File: config.mk
export PLATFORM = sky130hd
export DESIGN_NAME = hisc_core
export DESIGN_NICKNAME = d
export VERILOG_FILES = /design/src/include/hisc_pkg.sv /design/src/core/hisc_core.sv
export VERILOG_INCLUDE_DIRS = /design/src /design/src/include
export SDC_FILE = /design/constraint.sdc
export NUM_CORES = 1
export LEC_CHECK = 0
export ABC_AREA = 1
export BUFFER_PORTS_ARGS = -buffer_cell sky130_fd_sc_hd__buf_2
export CAP_MARGIN = 40
export CORE_MARGIN = 3
export CORE_UTILIZATION = 35
export DETAILED_ROUTE_END_ITERATION = 6
export PLACE_DENSITY = 0.49
export SETUP_SLACK_MARGIN = 0.15
export SLEW_MARGIN = 20
export SYNTH_ARGS = -nofsm -noshare
export SYNTH_HDL_FRONTEND = slang
export SYNTH_SLANG_ARGS = --single-unit
File: constraint.sdc
create_clock -name i_clk -period 3.1 [get_ports i_clk]
set_clock_uncertainty 0.05 [all_clocks]
set_input_delay 0.31 -clock i_clk [delete_from_list [all_inputs] [get_ports i_clk]]
set_output_delay 0.31 -clock i_clk [all_outputs]
set_load 0.02 [all_outputs]
File: src/include/hisc_map.svh
// switch positions, reset values and timing counts for the switch decoder
`ifndef HISC_MAP_SVH
`define HISC_MAP_SVH
// serial rear-panel switch positions
`define HISC_SW_BAUD_LSB 0
`define HISC_SW_BAUD_MSB 3
`define HISC_SW_PARITY 4
`define HISC_SW_ODD 5
`define HISC_SW_EAVES 6
`define HISC_SW_PENSORT 7
`define HISC_SW_EXPAND 8
`define HISC_SW_DIAG_LSB 9
`define HISC_SW_DIAG_MSB 10
`define HISC_SW_TEST 11
`define HISC_SER_SW_W 12
// bus-panel switch positions
`define HISC_BSW_ADDR_LSB 0
`define HISC_BSW_ADDR_MSB 4
`define HISC_BSW_RSVD 5
`define HISC_BUS_SW_W 6
// data character layout
`define HISC_CHR_PAR_BIT 7
// all-ones address means listen-only
`define HISC_LISTEN_ONLY_ADDR 5'h1F
// base codes for listen and talk characters
`define HISC_LISTEN_BASE 8'h20
`define HISC_TALK_BASE 8'h40
// reset values
`define HISC_RST_BYTE 8'h00
`define HISC_RST_ADDR 5'h00
// edges after reset release before synchronised switches are valid
`define HISC_SETTLE 2'h2
`endif

File: src/include/hisc_pkg.sv
// types shared by the switch decoder and its ports
package hisc_pkg;
	typedef struct packed {
		logic [3:0] baud;
		logic parity_en;
		logic parity_odd;
		logic eavesdrop;
		logic pen_sort;
		logic expand;
		logic [1:0] diag;
		logic test;
	} hisc_ser_cfg_type;
	typedef struct packed {
		logic [4:0] addr;
		logic listen_only;
		logic rsvd_on;
	} hisc_bus_cfg_type;
	typedef struct packed {
		logic [7:0] data;
		logic parity_err;
		logic exec;
	} hisc_chr_type;
endpackage : hisc_pkg

File: src/core/hisc_core.sv
// rear-panel switch decoder, host character path and pass-through
// What this block does
// - four switches give the serial rate as a binary code, one bit each
// - parity switch on makes character bit 7 parity, off makes it data
// - with parity on, odd switch selects odd checking, off selects even
// - switch 6 selects direct connection (0) or pass-through (1)
// - direct connection powers up enabled to execute plotting instructions
// - pass-through powers up disabled and forwards terminal-host traffic
// - after enable instruction in pass-through, all known instructions run
// - colour-grouping switch on draws all buffered same-colour vectors first
// - colour-grouping switch off lets the host turn grouping on or off
// - expand switch on enlarges plot area under the pinch wheels
// - test switch 11 selects self-test and remaps front-panel buttons
// - with bus module fitted, five switches give the bus address
// - factory address 05 answers listen '%' and talk 'E'
// - all five address switches on gives listen-only, accepting all bytes
// - listen-only never talks and answers no serial or parallel poll
// - serial switches 7 to 10 still act while the bus port is used
`timescale 1ns/1ns
`include "hisc_map.svh"

module hisc_fifo #(
	parameter int WIDTH = 10,
	parameter int DEPTH = 32
) (
	// clock and reset
	input wire logic i_clk,
	input wire logic i_nrst,
	// fill side
	input wire logic i_valid,
	output logic o_ready,
	input wire logic [WIDTH-1:0] i_data,
	// drain side
	output logic o_valid,
	input wire logic i_ready,
	output logic [WIDTH-1:0] o_data
);
	localparam int AW = $clog2(DEPTH);
	logic [WIDTH-1:0] mem_ff [DEPTH];
	logic [AW:0] wr_ptr_ff, rd_ptr_ff;
	logic full, empty;
	// refuse depths the pointer wrap cannot serve
	if (DEPTH < 2 || (1 << AW) != DEPTH) begin : g_chk
		$error("hisc_fifo depth must be a power of two, at least 2");
	end
	// honest full and empty from pointers with wrap bit
	assign empty = (wr_ptr_ff == rd_ptr_ff);
	assign full = (wr_ptr_ff[AW-1:0] == rd_ptr_ff[AW-1:0]) &&
		(wr_ptr_ff[AW] != rd_ptr_ff[AW]);
	assign o_ready = !full;
	assign o_valid = !empty;
	assign o_data = mem_ff[rd_ptr_ff[AW-1:0]];
	// storage
	always_ff @(posedge i_clk) begin
		if (i_valid && !full) begin
			mem_ff[wr_ptr_ff[AW-1:0]] <= i_data;
		end
	end
	// write pointer
	always_ff @(posedge i_clk) begin
		if (!i_nrst) begin
			wr_ptr_ff <= '0;
		end else if (i_valid && !full) begin
			wr_ptr_ff <= wr_ptr_ff + 1'b1;
		end
	end
	// read pointer
	always_ff @(posedge i_clk) begin
		if (!i_nrst) begin
			rd_ptr_ff <= '0;
		end else if (i_ready && !empty) begin
			rd_ptr_ff <= rd_ptr_ff + 1'b1;
		end
	end
endmodule : hisc_fifo
module hisc_core #(
	parameter int FIFO_DEPTH = 32
) (
	// clock and reset
	input wire logic i_clk,
	input wire logic i_nrst,
	// rear-panel switches, asynchronous
	input wire logic [`HISC_SER_SW_W-1:0] i_ser_sw,
	input wire logic [`HISC_BUS_SW_W-1:0] i_bus_sw,
	input wire logic i_bus_fitted,
	// host characters from the serial receiver
	input wire logic i_rx_valid,
	output logic o_rx_ready,
	input wire logic [7:0] i_rx_data,
	// characters to the instruction interpreter
	output logic o_cmd_valid,
	input wire logic i_cmd_ready,
	output hisc_pkg::hisc_chr_type o_cmd,
	// interpreter events
	input wire logic i_plot_on,
	input wire logic i_plot_off,
	input wire logic i_sort_cmd,
	input wire logic i_sort_val,
	// pass-through traffic
	input wire logic i_term_valid,
	input wire logic [7:0] i_term_data,
	output logic o_term_valid,
	output logic [7:0] o_term_data,
	output logic o_host_valid,
	output logic [7:0] o_host_data,
	// decoded serial settings
	output hisc_pkg::hisc_ser_cfg_type o_ser_cfg,
	output logic o_plot_en,
	output logic o_pen_sort,
	output logic o_panel_diag,
	// bus port settings and gating
	input wire logic i_talk_req,
	output hisc_pkg::hisc_bus_cfg_type o_bus_cfg,
	output logic o_bus_en,
	output logic [7:0] o_listen_chr,
	output logic [7:0] o_talk_chr,
	output logic o_talk_active,
	output logic o_poll_en,
	output logic o_cfg_valid
);
	import hisc_pkg::*;
	// parity test: high when the character fails the selected sense
	function automatic logic par_bad(input logic [7:0] d, input logic odd);
		par_bad = ((^d) != odd);
	endfunction : par_bad
	logic [`HISC_SER_SW_W-1:0] ser_s1_ff, ser_s2_ff;
	logic [`HISC_BUS_SW_W-1:0] bus_s1_ff, bus_s2_ff;
	logic fit_s1_ff, fit_s2_ff;
	logic [1:0] settle_ff;
	logic cfg_valid_ff;
	hisc_ser_cfg_type ser_cfg_ff;
	hisc_bus_cfg_type bus_cfg_ff;
	logic bus_en_ff, plot_en_ff, prog_sort_ff, talk_ff;
	logic [7:0] term_data_ff, host_data_ff;
	logic term_valid_ff, host_valid_ff;
	logic capture, rx_take, passing, fifo_ready;
	hisc_chr_type nxt_chr;
	logic [4:0] sw_addr;
	// refuse a buffer smaller than a useful burst
	if (FIFO_DEPTH < 2) begin : g_chk
		$error("hisc_core needs FIFO_DEPTH of at least 2");
	end
	// two-flop synchronisers; first stage feeds only the second
	always_ff @(posedge i_clk) begin
		if (!i_nrst) begin
			ser_s1_ff <= '0;
			ser_s2_ff <= '0;
			bus_s1_ff <= '0;
			bus_s2_ff <= '0;
			fit_s1_ff <= 1'b0;
			fit_s2_ff <= 1'b0;
		end else begin
			ser_s1_ff <= i_ser_sw;
			ser_s2_ff <= ser_s1_ff;
			bus_s1_ff <= i_bus_sw;
			bus_s2_ff <= bus_s1_ff;
			fit_s1_ff <= i_bus_fitted;
			fit_s2_ff <= fit_s1_ff;
		end
	end
	// wait for the synchronisers to fill, then capture once
	always_ff @(posedge i_clk) begin
		if (!i_nrst) begin
			settle_ff <= '0;
			cfg_valid_ff <= 1'b0;
		end else begin
			if (settle_ff != `HISC_SETTLE) begin
				settle_ff <= settle_ff + 1'b1;
			end
			cfg_valid_ff <= cfg_valid_ff || capture;
		end
	end
	assign capture = !cfg_valid_ff && (settle_ff == `HISC_SETTLE);
	assign sw_addr = bus_s2_ff[`HISC_BSW_ADDR_MSB:`HISC_BSW_ADDR_LSB];
	// serial settings latched once at capture; 7..10 decoded for both ports
	always_ff @(posedge i_clk) begin
		if (!i_nrst) begin
			ser_cfg_ff <= '0;
		end else if (capture) begin
			ser_cfg_ff.baud <=
				ser_s2_ff[`HISC_SW_BAUD_MSB:`HISC_SW_BAUD_LSB];
			ser_cfg_ff.parity_en <= ser_s2_ff[`HISC_SW_PARITY];
			ser_cfg_ff.parity_odd <= ser_s2_ff[`HISC_SW_ODD];
			ser_cfg_ff.eavesdrop <= ser_s2_ff[`HISC_SW_EAVES];
			ser_cfg_ff.pen_sort <= ser_s2_ff[`HISC_SW_PENSORT];
			ser_cfg_ff.expand <= ser_s2_ff[`HISC_SW_EXPAND];
			ser_cfg_ff.diag <=
				ser_s2_ff[`HISC_SW_DIAG_MSB:`HISC_SW_DIAG_LSB];
			ser_cfg_ff.test <= ser_s2_ff[`HISC_SW_TEST];
		end
	end
	// bus address and listen-only decode
	always_ff @(posedge i_clk) begin
		if (!i_nrst) begin
			bus_cfg_ff <= '0;
			bus_en_ff <= 1'b0;
		end else if (capture) begin
			bus_en_ff <= fit_s2_ff;
			bus_cfg_ff.addr <= sw_addr;
			bus_cfg_ff.listen_only <=
				(sw_addr == `HISC_LISTEN_ONLY_ADDR);
			bus_cfg_ff.rsvd_on <= bus_s2_ff[`HISC_BSW_RSVD];
		end
	end
	// plotter enable: direct starts on, pass-through starts off
	always_ff @(posedge i_clk) begin
		if (!i_nrst) begin
			plot_en_ff <= 1'b0;
		end else if (capture) begin
			plot_en_ff <= !ser_s2_ff[`HISC_SW_EAVES];
		end else if (!ser_cfg_ff.eavesdrop) begin
			plot_en_ff <= 1'b1;
		end else if (i_plot_on) begin
			plot_en_ff <= 1'b1;
		end else if (i_plot_off) begin
			plot_en_ff <= 1'b0;
		end
	end
	// programmed colour grouping, honoured only with switch off
	always_ff @(posedge i_clk) begin
		if (!i_nrst) begin
			prog_sort_ff <= 1'b0;
		end else if (i_sort_cmd) begin
			prog_sort_ff <= i_sort_val;
		end
	end
	// talk is granted only to an addressed, fitted bus port
	always_ff @(posedge i_clk) begin
		if (!i_nrst) begin
			talk_ff <= 1'b0;
		end else begin
			talk_ff <= i_talk_req && bus_en_ff &&
				!bus_cfg_ff.listen_only;
		end
	end
	// character entering the buffer: parity sense and execute mark
	assign rx_take = i_rx_valid && o_rx_ready && cfg_valid_ff;
	assign passing = ser_cfg_ff.eavesdrop && !plot_en_ff;
	always_comb begin
		nxt_chr.data = i_rx_data;
		nxt_chr.parity_err = 1'b0;
		nxt_chr.exec = plot_en_ff;
		if (ser_cfg_ff.parity_en) begin
			nxt_chr.data[`HISC_CHR_PAR_BIT] = 1'b0;
			nxt_chr.parity_err =
				par_bad(i_rx_data, ser_cfg_ff.parity_odd);
		end
	end
	// host to terminal forwarding while disabled
	always_ff @(posedge i_clk) begin
		if (!i_nrst) begin
			term_valid_ff <= 1'b0;
			term_data_ff <= `HISC_RST_BYTE;
		end else begin
			term_valid_ff <= rx_take && passing;
			if (rx_take && passing) begin
				term_data_ff <= i_rx_data;
			end
		end
	end
	// terminal to host forwarding while disabled
	always_ff @(posedge i_clk) begin
		if (!i_nrst) begin
			host_valid_ff <= 1'b0;
			host_data_ff <= `HISC_RST_BYTE;
		end else begin
			host_valid_ff <= i_term_valid && passing;
			if (i_term_valid && passing) begin
				host_data_ff <= i_term_data;
			end
		end
	end
	// buffer between receiver and interpreter; back-pressure to receiver
	hisc_fifo #(
		.WIDTH($bits(hisc_chr_type)),
		.DEPTH(FIFO_DEPTH)
	) u_fifo (
		.i_clk(i_clk),
		.i_nrst(i_nrst),
		.i_valid(i_rx_valid && cfg_valid_ff),
		.o_ready(fifo_ready),
		.i_data(nxt_chr),
		.o_valid(o_cmd_valid),
		.i_ready(i_cmd_ready),
		.o_data(o_cmd)
	);
	// outputs; no ready before settings latch, so no char is lost
	assign o_rx_ready = fifo_ready && cfg_valid_ff;
	assign o_ser_cfg = ser_cfg_ff;
	assign o_bus_cfg = bus_cfg_ff;
	assign o_bus_en = bus_en_ff;
	assign o_cfg_valid = cfg_valid_ff;
	assign o_plot_en = plot_en_ff;
	assign o_pen_sort = ser_cfg_ff.pen_sort || prog_sort_ff;
	assign o_panel_diag = ser_cfg_ff.test;
	assign o_listen_chr = `HISC_LISTEN_BASE | {3'h0, bus_cfg_ff.addr};
	assign o_talk_chr = `HISC_TALK_BASE | {3'h0, bus_cfg_ff.addr};
	assign o_talk_active = talk_ff;
	assign o_poll_en = bus_en_ff && !bus_cfg_ff.listen_only;
	assign o_term_valid = term_valid_ff;
	assign o_term_data = term_data_ff;
	assign o_host_valid = host_valid_ff;
	assign o_host_data = host_data_ff;
	// settings appear one edge after capture, three edges after reset release
	property p_baud;
		@(posedge i_clk) disable iff (!i_nrst)
		capture |=> o_ser_cfg.baud == $past(ser_s2_ff[3:0]);
	endproperty
	a_baud: assert property (p_baud) else $error("baud code mismatch");
	property p_capture_time;
		@(posedge i_clk) $rose(i_nrst) |-> !o_cfg_valid ##3 o_cfg_valid;
	endproperty
	a_capture_time: assert property (p_capture_time)
		else $error("settings not latched on time");
	property p_parity;
		@(posedge i_clk) disable iff (!i_nrst)
		(rx_take && o_ser_cfg.parity_en) |->
			!nxt_chr.data[7] && (nxt_chr.parity_err ==
			((^i_rx_data) != o_ser_cfg.parity_odd));
	endproperty
	a_parity: assert property (p_parity)
		else $error("parity check wrong");
	property p_no_parity;
		@(posedge i_clk) disable iff (!i_nrst)
		(rx_take && !o_ser_cfg.parity_en) |->
			nxt_chr.data == i_rx_data && !nxt_chr.parity_err;
	endproperty
	a_no_parity: assert property (p_no_parity)
		else $error("bit 7 not kept as data");
	property p_direct_on;
		@(posedge i_clk) disable iff (!i_nrst)
		(o_cfg_valid && !o_ser_cfg.eavesdrop) |-> o_plot_en;
	endproperty
	a_direct_on: assert property (p_direct_on)
		else $error("direct mode not enabled");
	property p_pass_fwd;
		@(posedge i_clk) disable iff (!i_nrst)
		(i_term_valid && passing) |=>
			o_host_valid && o_host_data == $past(i_term_data);
	endproperty
	a_pass_fwd: assert property (p_pass_fwd)
		else $error("terminal byte not forwarded");
	property p_plot_on;
		@(posedge i_clk) disable iff (!i_nrst)
		(o_cfg_valid && !capture && i_plot_on) |=> o_plot_en [*2];
	endproperty
	a_plot_on: assert property (p_plot_on)
		else $error("enable instruction ignored");
	property p_listen_only;
		@(posedge i_clk) disable iff (!i_nrst)
		o_bus_cfg.listen_only |-> !o_poll_en ##1 !o_talk_active;
	endproperty
	a_listen_only: assert property (p_listen_only)
		else $error("listen-only port talks or polls");
	property p_chars;
		@(posedge i_clk) disable iff (!i_nrst)
		o_bus_cfg.addr == 5'h05 |->
			o_listen_chr == 8'h25 && o_talk_chr == 8'h45;
	endproperty
	a_chars: assert property (p_chars)
		else $error("listen or talk character wrong");
endmodule : hisc_core

==> impl_metrics.ini <==
[clock_network]
clk_transition_reported_paths_ns = 0.06
cts_buffers = 48
clk-insertion-delay-late_ns = 0.57
cts_buffer_depth = 3
cts.sinks = 419
cts_tree = built
clock-root-buffer = clkbuf_16
h-tree-depth = 2

[logic_synthesis]
ys_warn_count = 0
synth_top_area_frac = 0.567
async_reset_ff_frac = 0
synth-edff-count = 320
synth_seq_area_share = 0.684
synthFlopType = edfxtp_1
syn_area_per_cell_sq_um = 10.7
ys_seq_elements = 419
yosys-top-cells-area = edfxtp_1 (57%), dfxtp_1 (12%), nand2_1 (10%)
syn_area_sq_um = 16900
postSynthCellCount = 1583
synth_cell_types = 40
synth_top_area_cell = edfxtp_1

[drt]
viasPerCell = 4.99
drtIter0Drc = 1020
first_pass_iters = 5
routed_wl_microns = 47900
detail-route-antenna-nets = 0
wl_per_cell_microns = 20.1
vias = 11900
drc = 0

[sta]
finalCritPeriodShare = 0.924
fmaxAchievable_ghz = 0.349
tightest_slew_ns = 0.859
period_minus_slack_ns = 2.86
maxSlewHeadroom = 0.424
finalSetupViolCount = 0
tns_ns = 0
rsz0062_at_grt = yes
hold_viol_final = 0
fin_ws_ns = 0.236
drv_slew = 0

[pwr]
switchingPower_mw = 4.86
ir_drop_v = 0.000559
p_int_mw = 11.0
leakagePower_nw = 8.02
p_comb_frac = 0.224
power_density_nw_per_um2 = 774
p_seq_frac = 0.403
pwr-share-clk = 0.373
switching_share = 0.307

[global_routing]
grt_pass1_wl_microns = 71000
grt_usage = 0.186
grt_max_degree = 81
antenna_found_initial = 1
grt-ovfl-total = 0
grt_pass1_vias = 11500

[critical_path]
end_kind = primary output
worst-setup-path-type = register to primary output
crit_path_max_fanout = 38
worstSetupStartpointType = register
crit_arrival_ns = 2.50
required_ns = 2.74

[floorplanning]
pin_count = 117
core_sq_um = 47100
row_count = 79
die_y_microns = 226
dieWidth_microns = 226
start_util = 0.359
fp.dieArea_sq_um = 51100

[run_status]
outcome = completed

[layout]
antenna_cells = 0
final_layout_size_suffix_gt1_frac = 0.172
syn2layout_area_growth_pct = 20.7
instances_no_fill = 2386
nNetsFinal = 1792

[placed_design]
dpl.cell_count = 2257
io_buffer_count = 110
routabilityCongestion = 0.839
dp_slack_ns = 0.429
hpwl_microns = 28700

[worst_hold_path]
hold_class = input port to register

[run]
drv_cap = 0
cells by family after synthesis:
group | Yosys count | share of synthesized area
other | 2 | 0.000443
xor gates and xnor gates | 14 | 0.00768
DFF | 419 | 0.684
and+or+nand+nor | 813 | 0.207
buffers and inverters | 203 | 0.0563
adders and majority gates | 6 | 0.00443
AOI/OAI and AO/OA | 126 | 0.0405
layout make-up:
type	count	area (sq um)
fill	4361	26700
sequential	419	11600
multi-input combinational	965	4480
timing repair buffer	209	1550
clock buffer	65	1360
tap	607	759
inverter	97	393
clock inverter	23	303
timing repair inverter	1	11.3
worst paths after layout:
kind,endpoint,depth (start not counted),slack (ns),start
worst max-delay path,o_cmd[2],9,0.24,register
worst min-delay path,o_host_data[1],3,0.04,i_term_valid
worst min register to register,bus_s2_ff[0],2,0.36,bus_s1_ff[0]
worst max register to register,u_fifo.mem_ff[13][2],8,0.52,u_fifo.wr_ptr_ff[2]
timing repair:
action | CTS | global route
resized for setup | 9 | 10
setup buffers | 2 | 3
pin swaps | 0 | 1
endpoints found under the hold margin | 29 | 0
hold buffers | 31 | 0
endpoints found under the setup margin | 10 | 8
gates cloned | 0 | 3
per-layer routing:
metal | wire (microns) | global-route usage | share of wire
met1 | 21400 | 0.257 | 0.45
met2 | 21900 | 0.294 | 0.46
met3 | 3260 | 0.0351 | 0.068
met4 | 1370 | 0.0634 | 0.029
met5 | 0 | 0 | 0
power groups by stage:
stage | clock network, mW | logic (mW) | registers (mW)
after global placement | 0 | 3.29 | 6.51
after detailed placement | 0 | 3.31 | 6.51
final | 5.89 | 3.55 | 6.38
after floorplan | 0 | 2.02 | 6.55
after global routing | 6.23 | 3.87 | 6.39
after CTS | 6.03 | 3.42 | 6.37
through the flow:
step	power [mW]	utilization	area [sq um]	hold WS, ns
final	15.8	0.434	20500	0.0371
after global routing	16.5	0.434	20500	0.0448
after CTS	15.8	0.430	20300	0.00105
after detailed placement	9.82	0.387	18300	0.346
after global placement	9.80	0.385	18200	0.342
after floorplan	8.57	-	17000	0.336
cell usage after synthesis, types with 9 or more instances:
cell	instances
inv_1	83
nand3_1	227
edfxtp_1	320
clkbuf_1	37
a21oi_1	84
nand4_1	9
nor2_1	62
o31ai_1	10
buf_2	32
nand2_1	464
nor3_1	30
dfxtp_1	99
buf_4	25
o21ai_0	22
flip-flops by register name, summed over array words and instances, names as in the netlist, named ones only:
| register | cells |
|---|---|
| bus_s1_ff | 6 |
| bus_s2_ff | 6 |
| fit_s1_ff | 1 |
| fit_s2_ff | 1 |
| o_bus_cfg | 7 |
| o_bus_en | 1 |
| o_cfg_valid | 1 |
| o_host_data | 8 |
| o_host_valid | 1 |
| o_panel_diag | 1 |
| o_plot_en | 1 |
| o_ser_cfg | 11 |
| o_talk_active | 1 |
| o_term_data | 8 |
| o_term_valid | 1 |
| prog_sort_ff | 1 |
| ser_s1_ff | 12 |
| ser_s2_ff | 12 |
| settle_ff | 2 |
| u_fifo.mem_ff | 320 |
| u_fifo.rd_ptr_ff | 6 |
| u_fifo.wr_ptr_ff | 6 |
cell usage in the layout, fill, tap and decap left out, drive strengths merged, types with 2 or more instances in the layout:
cell type	count
clkbuf	67
bufinv	7
dfxtp	99
and2	2
xor2	7
conb	6
clkinv	21
nand4	11
nand3	228
buf	176
ha	6
nor3	33
o31ai	10
nor2	64
o21ai	23
a21oi	90
inv	93
nand2	473
edfxtp	320
xnor2	7
dlygate4sd3	31
critical path, stage by stage, from the launching register on:
cell and delay (ns):
dfxtp_4 0.51, buf_12 0.15, buf_16 0.19, nand2_1 0.08, nand3_1 0.14, nand3_1 0.14, a21oi_1 0.26, nor2_1 0.11
a21oi_1 0.15, buf_2 0.19
Note: power is estimated with default switching activity, not from simulation.
